**src/mpm_pkg.sv**
```systemverilog
package mpm_pkg;
   localparam logic [15:0] MBX_BASE        = 16'h0258;
   localparam int          MBX_WORDS       = 16;
   localparam logic [3:0]  IDX_CONTROL     = 4'h0;
   localparam logic [3:0]  IDX_FUNC_LEN    = 4'h1;
   localparam logic [3:0]  IDX_REF_TYPE    = 4'h2;
   localparam logic [3:0]  IDX_OBJ_COUNT   = 4'h3;
   localparam logic [3:0]  IDX_ATTR_ELEM   = 4'h4;
   localparam logic [3:0]  IDX_PARAM_NUM   = 4'h5;
   localparam logic [3:0]  IDX_SUBINDEX    = 4'h6;
   localparam logic [3:0]  IDX_VALUE_FMT   = 4'h7;
   localparam logic [3:0]  IDX_VALUE_HIGH  = 4'h8;
   localparam logic [3:0]  IDX_VALUE_LOW   = 4'h9;
   localparam logic [3:0]  IDX_LAST        = 4'hf;
   localparam logic [15:0] CTRL_FILLING    = 16'h0000;
   localparam logic [15:0] CTRL_ACTIVE     = 16'h0001;
   localparam logic [15:0] CTRL_DONE       = 16'h0002;
   localparam logic [7:0]  FUNC_PARAM      = 8'h2f;
   localparam logic [7:0]  TYPE_READ       = 8'h01;
   localparam logic [7:0]  TYPE_CHANGE     = 8'h02;
   localparam logic [7:0]  LEN_CHANGE_RESP = 8'h04;
   localparam logic [7:0]  LEN_READ_BASE   = 8'h06;
   localparam logic [7:0]  LEN_REQ_MIN     = 8'h0a;
   localparam logic [7:0]  LEN_REQ_MAX     = 8'h1e;
   localparam logic [7:0]  LEN_ERROR       = 8'h00;
   localparam logic [7:0]  FAULT_LENGTH    = 8'h01;
   localparam logic [7:0]  FAULT_STATE     = 8'h02;
   localparam logic [7:0]  FAULT_FUNCTION  = 8'h03;
   localparam logic [7:0]  FAULT_NOT_READY = 8'h04;
   localparam logic [7:0]  FAULT_INTERNAL  = 8'h05;
   localparam logic [7:0]  FAULT_NONE      = 8'h00;
   localparam logic [7:0]  LEN_VALUE_NARROW = 8'h02;
   localparam logic [7:0]  LEN_VALUE_WIDE   = 8'h04;

   typedef enum logic [3:0] {
      ST_FILL   = 4'b0001,
      ST_BUSY   = 4'b0010,
      ST_FINISH = 4'b0100,
      ST_DONE   = 4'b1000
   } mpm_state_t;

   typedef struct packed {
      logic [7:0]  reference;
      logic [7:0]  job_type;
      logic [7:0]  drive_object_index;
      logic [7:0]  param_count;
      logic [7:0]  attribute;
      logic [7:0]  elements;
      logic [15:0] param_number;
      logic [15:0] subindex;
      logic [15:0] value_format;
      logic [31:0] value;
   } mpm_job_t;

   typedef struct packed {
      logic        ok;
      logic [7:0]  fault;
      logic [7:0]  format;
      logic        wide;
      logic [31:0] value;
   } mpm_result_t;
endpackage : mpm_pkg

```
**src/mpm_mailbox.sv**
```systemverilog
module mpm_mailbox
   import mpm_pkg::*;
(
   input  wire logic        CORE_CLK,   // Core clock, 10 MHz.
   input  wire logic        RESETN,     // Asynchronous reset, active low.
   input  wire logic        CLK_EN,     // Freezes all state while low.
   input  wire logic [15:0] REG_ADDR,   // Holding register address from the Modbus stack.
   input  wire logic        REG_WR,     // Write strobe for one register.
   input  wire logic [15:0] REG_WDATA,  // Register write data.
   input  wire logic        REG_RD,     // Read strobe for one register.
   output logic      [15:0] REG_RDATA,  // Read data, valid the cycle after REG_RD.
   output logic             REG_HIT,    // Address falls in the mailbox window.
   output logic             JOB_START,  // One-cycle pulse launching the parameter engine.
   output mpm_job_t         JOB,        // Job fields, stable from JOB_START to JOB_DONE.
   input  wire logic        JOB_DONE,   // Engine finished, one-cycle pulse.
   input  mpm_result_t      JOB_RESULT  // Engine outcome, valid with JOB_DONE.
);
   mpm_state_t  state_q, state_d;
   logic [15:0] mbx_q [MBX_WORDS];
   logic [15:0] mbx_d [MBX_WORDS];
   logic [15:0] rdata_q, rdata_d;
   logic        start_q, start_d;
   mpm_job_t    job_q, job_d;
   logic [15:0] offset;
   logic [3:0]  idx;
   logic        in_window;
   logic [7:0]  req_len;
   logic        idle;
   logic        wr_hit;
   logic        ctrl_wr;
   logic        launch_wr;
   logic [7:0]  launch_fault;
   logic [7:0]  engine_fault;
   logic [7:0]  read_len;

   assign offset    = REG_ADDR - MBX_BASE;
   assign in_window = (REG_ADDR >= MBX_BASE) && (offset < 16'(MBX_WORDS));
   assign idx       = offset[3:0];
   assign REG_HIT   = in_window;
   assign REG_RDATA = rdata_q;
   assign JOB_START = start_q;
   assign JOB       = job_q;
   assign req_len   = mbx_q[IDX_FUNC_LEN][7:0];
   assign idle      = (state_q == ST_FILL) || (state_q == ST_DONE);
   assign wr_hit    = REG_WR && in_window;
   assign ctrl_wr   = wr_hit && (idx == IDX_CONTROL);
   assign launch_wr = ctrl_wr && (REG_WDATA == CTRL_ACTIVE);

   // Launch checks in order of precedence; a job that fails them never reaches the engine.
   always_comb begin
      if (mbx_q[IDX_FUNC_LEN][15:8] != FUNC_PARAM) begin
         launch_fault = FAULT_FUNCTION;
      end else if (req_len < LEN_REQ_MIN || req_len > LEN_REQ_MAX) begin
         launch_fault = FAULT_LENGTH;
      end else if (mbx_q[IDX_REF_TYPE][7:0] != TYPE_READ && mbx_q[IDX_REF_TYPE][7:0] != TYPE_CHANGE) begin
         launch_fault = FAULT_STATE;
      end else begin
         launch_fault = FAULT_NONE;
      end
   end

   // An engine that fails without naming a cause is reported as an internal error.
   assign engine_fault = (JOB_RESULT.fault == FAULT_NONE) ? FAULT_INTERNAL : JOB_RESULT.fault;
   assign read_len     = JOB_RESULT.wide ? LEN_READ_BASE + LEN_VALUE_WIDE
                                         : LEN_READ_BASE + LEN_VALUE_NARROW;

   always_comb begin
      state_d = state_q;
      unique case (state_q)
         ST_FILL, ST_DONE: begin
            if (ctrl_wr && REG_WDATA == CTRL_FILLING) begin
               state_d = ST_FILL;
            end else if (launch_wr) begin
               state_d = (launch_fault == FAULT_NONE) ? ST_BUSY : ST_FINISH;
            end
         end
         ST_BUSY: begin
            if (JOB_DONE) begin
               // The payload is rewritten here and the control word moves on one cycle later.
               state_d = ST_FINISH;
            end
         end
         ST_FINISH: begin
            state_d = ST_DONE;
         end
      endcase
   end

   always_ff @(posedge CORE_CLK or negedge RESETN) begin
      if (!RESETN) begin
         state_q <= ST_FILL;
      end else if (CLK_EN) begin
         state_q <= state_d;
      end
   end

   always_comb begin
      start_d = 1'b0;
      job_d   = job_q;
      if (idle && launch_wr && launch_fault == FAULT_NONE) begin
         start_d                  = 1'b1;
         job_d.reference          = mbx_q[IDX_REF_TYPE][15:8];
         job_d.job_type           = mbx_q[IDX_REF_TYPE][7:0];
         job_d.drive_object_index = mbx_q[IDX_OBJ_COUNT][15:8];
         job_d.param_count        = mbx_q[IDX_OBJ_COUNT][7:0];
         job_d.attribute          = mbx_q[IDX_ATTR_ELEM][15:8];
         job_d.elements           = mbx_q[IDX_ATTR_ELEM][7:0];
         job_d.param_number       = mbx_q[IDX_PARAM_NUM];
         job_d.subindex           = mbx_q[IDX_SUBINDEX];
         job_d.value_format       = mbx_q[IDX_VALUE_FMT];
         job_d.value              = {mbx_q[IDX_VALUE_HIGH], mbx_q[IDX_VALUE_LOW]};
      end
   end

   always_ff @(posedge CORE_CLK or negedge RESETN) begin
      if (!RESETN) begin
         start_q <= 1'b0;
         job_q   <= '0;
      end else if (CLK_EN) begin
         start_q <= start_d;
         job_q   <= job_d;
      end
   end

   always_comb begin
      mbx_d = mbx_q;
      if (idle && wr_hit && idx != IDX_CONTROL) begin
         // Payload writes are taken only outside a running job, so the engine sees a frozen request.
         mbx_d[idx] = REG_WDATA;
      end else if (idle && launch_wr && launch_fault != FAULT_NONE) begin
         mbx_d[IDX_FUNC_LEN] = {FUNC_PARAM, LEN_ERROR};
         mbx_d[IDX_REF_TYPE] = {8'h00, launch_fault};
      end else if (state_q == ST_BUSY && JOB_DONE) begin
         if (JOB_RESULT.ok) begin
            mbx_d[IDX_REF_TYPE] = {job_q.reference, job_q.job_type};
            if (job_q.job_type == TYPE_READ) begin
               mbx_d[IDX_FUNC_LEN]  = {FUNC_PARAM, read_len};
               mbx_d[IDX_ATTR_ELEM] = {JOB_RESULT.format, job_q.elements};
               if (JOB_RESULT.wide) begin
                  mbx_d[IDX_PARAM_NUM] = JOB_RESULT.value[31:16];
                  mbx_d[IDX_SUBINDEX]  = JOB_RESULT.value[15:0];
               end else begin
                  mbx_d[IDX_PARAM_NUM] = JOB_RESULT.value[15:0];
               end
            end else begin
               mbx_d[IDX_FUNC_LEN] = {FUNC_PARAM, LEN_CHANGE_RESP};
            end
         end else begin
            mbx_d[IDX_FUNC_LEN] = {FUNC_PARAM, LEN_ERROR};
            mbx_d[IDX_REF_TYPE] = {8'h00, engine_fault};
         end
      end
   end

   always_ff @(posedge CORE_CLK or negedge RESETN) begin
      if (!RESETN) begin
         for (int i = 0; i < MBX_WORDS; i++) begin
            mbx_q[i] <= '0;
         end
      end else if (CLK_EN) begin
         mbx_q <= mbx_d;
      end
   end

   // A read sees the state before any write of the same cycle, so a launch never answers itself.
   always_comb begin
      rdata_d = rdata_q;
      if (REG_RD) begin
         rdata_d = '0;
         if (in_window) begin
            unique case (state_q)
               ST_FILL: rdata_d = (idx == IDX_CONTROL) ? CTRL_FILLING : mbx_q[idx];
               ST_DONE: rdata_d = (idx == IDX_CONTROL) ? CTRL_DONE : mbx_q[idx];
               ST_BUSY, ST_FINISH: begin
                  // Busy answers never expose a half-written payload.
                  if (idx == IDX_CONTROL) begin
                     rdata_d = CTRL_ACTIVE;
                  end else if (idx == IDX_FUNC_LEN) begin
                     rdata_d = {FUNC_PARAM, LEN_ERROR};
                  end else if (idx == IDX_REF_TYPE) begin
                     rdata_d = {8'h00, FAULT_NOT_READY};
                  end
               end
            endcase
         end
      end
   end

   always_ff @(posedge CORE_CLK or negedge RESETN) begin
      if (!RESETN) begin
         rdata_q <= '0;
      end else if (CLK_EN) begin
         rdata_q <= rdata_d;
      end
   end
endmodule : mpm_mailbox

```
**config.mk**
```make
export PLATFORM = sky130hd
export DESIGN_NAME = mpm_mailbox
export DESIGN_NICKNAME = d
export VERILOG_FILES = /design/src/mpm_pkg.sv /design/src/mpm_mailbox.sv
export SDC_FILE = /design/constraint.sdc
export NUM_CORES = 1
export LEC_CHECK = 0
export ABC_CLOCK_PERIOD_IN_PS = 5100
export BUFFER_PORTS_ARGS = -buffer_cell sky130_fd_sc_hd__clkbuf_2
export CAP_MARGIN = 25
export CORE_UTILIZATION = 52
export DETAILED_ROUTE_END_ITERATION = 7
export PLACE_DENSITY = 0.81
export SLEW_MARGIN = 25
export SYNTH_ARGS = -nofsm -noshare
export SYNTH_HDL_FRONTEND = slang
export SYNTH_SLANG_ARGS = --single-unit
export TNS_END_PERCENT = 20
```
**constraint.sdc**
```tcl
create_clock -name CORE_CLK -period 5.1 [get_ports CORE_CLK]
set_clock_uncertainty 0.15 [all_clocks]
set_input_delay 0 -clock CORE_CLK [delete_from_list [all_inputs] [get_ports CORE_CLK]]
set_output_delay 0 -clock CORE_CLK [all_outputs]
set_load 0.02 [all_outputs]
```
==> metrics.txt <==
sequential fraction of the synthesis area 0.542; final HPWL from detailed placement 34,500 µm; yosys warns 0; worst reg2reg path startpoint state_q[1]; number of nets at the end of the flow 1,723; initial antenna violation count 0; buffer type at the clock tree root clkbuf_16; worst reg-to-reg setup slack around 1.4 ns; I/O pin cnt 234; clock slew seen by the registers of the worst setup and hold paths 0.06 ns; Core Footprint roughly 35,000 µm²; wire length of the first global-routing pass 82,100 µm; number of H-tree levels 2; highest fanout seen on the critical path 11; run status finished, final reports clean; number of diodes added for antenna fixing 0; Worst Max-Slew Pin Slew approximately 1 ns; mean post-synth cell area 13.8 µm²; CTS Buffer Depth 3; Final Critical Period 3.68 ns; Tot GR Track Use 0.297; Synth-to-Final Area Change 20.9%; Mapped Area 18,600 µm²; leak pwr 11.4 nW; max-slew violation count 0; average wire per cell in the routed design ~25 µm; Post-synth EDFFs 0; # DRC 0; antenna-violating nets left 0; setup violation total in the final timing report 0; overall via count from detail_route 13.3k; non-filler cells in the finished layout 2,119; Finished Cell Area 22,500 µm²; Data required, critical path 5.33 ns; post-detailed-route via-to-cell ratio approximately 6.3; Clock Sinks between 400 and 500; sum of negative setup slack 0 ns; TritonCTS clock tree yes; worst ir drop on vdd about 230 µV; library cells used by synthesis 65; category of the critical setup timing path reg -> reg; most frequent cells in the layout dfrtp_1, mux2_2, clkbuf_2, nand2_1, dlygate4sd3_1; flip-flop cell with the highest count after synthesis dfrtp_1; fraction of final layout cells sized beyond drive strength 1 0.454; initial standard-cell utilization of the core 0.533; # rows 68; type of destination of the critical path register; die footprint roughly 37,000 µm²; critical path startpoint state_q[1]; placer congestion estimate roughly 0.92; most common library cell in the layout ignoring fill and taps dfrtp_1; startpoint type of the worst setup path register; clock buffer count from CTS 42; drt pass-1 iters 7; Worst R2R Path Depth 9; total power per unit cell area 306 nW/µm²; GR Overflow Total 0; Maximum Capacitance Violations 0; post-synthesis sequential element count 403; worst relative slew slack 0.318; initial detailed-routing violation count ~1.1k; Final Hold Vio Count 0; end point of the critical path mbx_q[175]; clock latency on the worst-skew pair 0.54 ns; origin of the worst min-delay path JOB_RESULT[49]; final critical-path share of the clock period 0.721; number of placed instances, taps included 1,951; die boundary height 191 µm; upper clock frequency limit 272 MHz; total wirelength of the detailed-routed design 53,500 µm; standard cell area after detailed placement 20,100 µm²; number of port buffers 233; fraction of registers with async set/reset 1.00; unrepaired setup endpoints after global routing no; Post-Syn Instances approximately 1.3k; Synthesized Nets around 1.4k; arrival time reported for the critical path endpoint 3.90 ns; vias in the first global route 13.8k; critical register-to-register path endpoint mbx_q[175]; maximum number of pins on one net before global-route repair 153; width of the die around 190 µm; Filler Cells Inserted approximately 2.5k; Hold Crit Class in -> reg
==> power breakdown <==
group / internal (mW) / leakage [nW] / total, mW / switching, mW
logic: 0.199 / 5.11 / 0.501 / 0.302
registers: 3.22 / 5.58 / 3.25 / 0.0299
clock network: 1.85 / 0.682 / 3.12 / 1.27
==> Yosys cell counts, types with 3 or more instances <==
library cell  number  area, µm²
o21ai_0           34        170
nor3_1            10       50.1
nor2b_1            5       31.3
mux4_2            78       1760
a21oi_1           53        265
and3_1             8       50.1
buf_1             12       45.0
a32o_1             8       80.1
nand3_1           27        135
a21o_1             4       30.0
and2_1            11       68.8
o22a_1             5       43.8
o21a_1             3       22.5
clkbuf_1          73        274
nand2_1           97        364
o22ai_1           11       68.8
nand2b_1           3       18.8
mux2_2           329       3700
nor2_1            14       52.6
buf_6              3       33.8
or4_1              3       22.5
dfrtp_1          402      10100
buf_2             22        110
nor4_1            10       62.6
a31o_2             4       35.0
mux2i_1           25        250
a22o_1            27        236
nand2_2            3       18.8
inv_1             18       67.6
a2bb2oi_1          3       26.3
==> per-stage QoR <==
step                power, mW  worst slack [ns]  hold WS [ns]  utilization
finish                   6.88              1.42        0.0422        0.644
detailed placement       3.74              1.18        -0.219        0.577
global route             7.07              1.32        0.0726        0.644
floorplan                3.54              1.95        -0.446            -
CTS                      6.88              1.55        0.0310        0.644
global placement         3.73              1.37        -0.223        0.577
==> per-layer routing <==
| layer | vias to the layer above | global-route usage | routed length [µm] |
|---|---|---|---|
| met2 | 772 | 0.494 | 26400 |
| met3 | 140 | 0.0608 | 4730 |
| met4 | 0 | 0.109 | 1980 |
| met1 | 6803 | 0.386 | 20400 |
| li1 | 5550 | - | - |
| met5 | - | 0 | 0 |
==> timing repair <==
item                                   4_1_cts  5_1_grt
endpoints found under the hold margin      563        0
buffers inserted                             0        0
hold buffers                                94        0
gates resized for setup                      0        0
==> layout make-up <==
| type | count | area (µm²) | share of cell area |
|---|---|---|---|
| Clock buffer | 58 | 1200 | 0.0535 |
| Clock inverter | 16 | 191 | 0.00852 |
| Inverter | 18 | 67.6 | 0.00301 |
| Multi-Input combinational cell | 815 | 7990 | 0.355 |
| Sequential cell | 403 | 10100 | 0.449 |
| Tap cell | 455 | 569 | 0.0253 |
| Timing Repair Buffer | 354 | 2370 | 0.106 |
==> how the worst min path moves through the flow <==
stage	endpoint	slack, ns	depth (start not counted)
floorplan	JOB[0]	-0.45	0
global placement	JOB[34]	-0.22	1
detailed placement	JOB[34]	-0.22	1
CTS	mbx_q[212]	0.03	4
global route	mbx_q[213]	0.07	4
finish	mbx_q[212]	0.04	4
==> cell families (layout without fill, tap and decap cells) <==
logic type,Yosys count,in the layout,share of synthesized area
AO/OA/AOI/OAI,169,169,0.0622
XOR/XNOR,3,3,0.00141
adder cells (fa/ha/maj),1,1,0.000673
buffers and inverters,130,446,0.0292
flip-flops,403,403,0.542
multiplexers,432,432,0.307
AND/OR/NAND/NOR,210,210,0.0569
==> sequential cells by signal (all words and copies together) (netlist names) <==
| signal | flops |
|---|---|
| state_q | 4 |
| REG_RDATA | 16 |
| mbx_q | 254 |
| JOB | 128 |
| JOB_START | 1 |
==> worst max-delay path, stage by stage (launching register included) <==
cell and delay [ns]:
dfrtp_1 0.43, or2_2 0.37, nor3_1 0.28, nand2_1 0.22, a2111oi_4 0.23, buf_4 0.20, nand3_1 0.55, o21ai_0 0.42
dlygate4sd3_1 0.59, a21oi_1 0.06
Power figures use the tool's default switching activity.
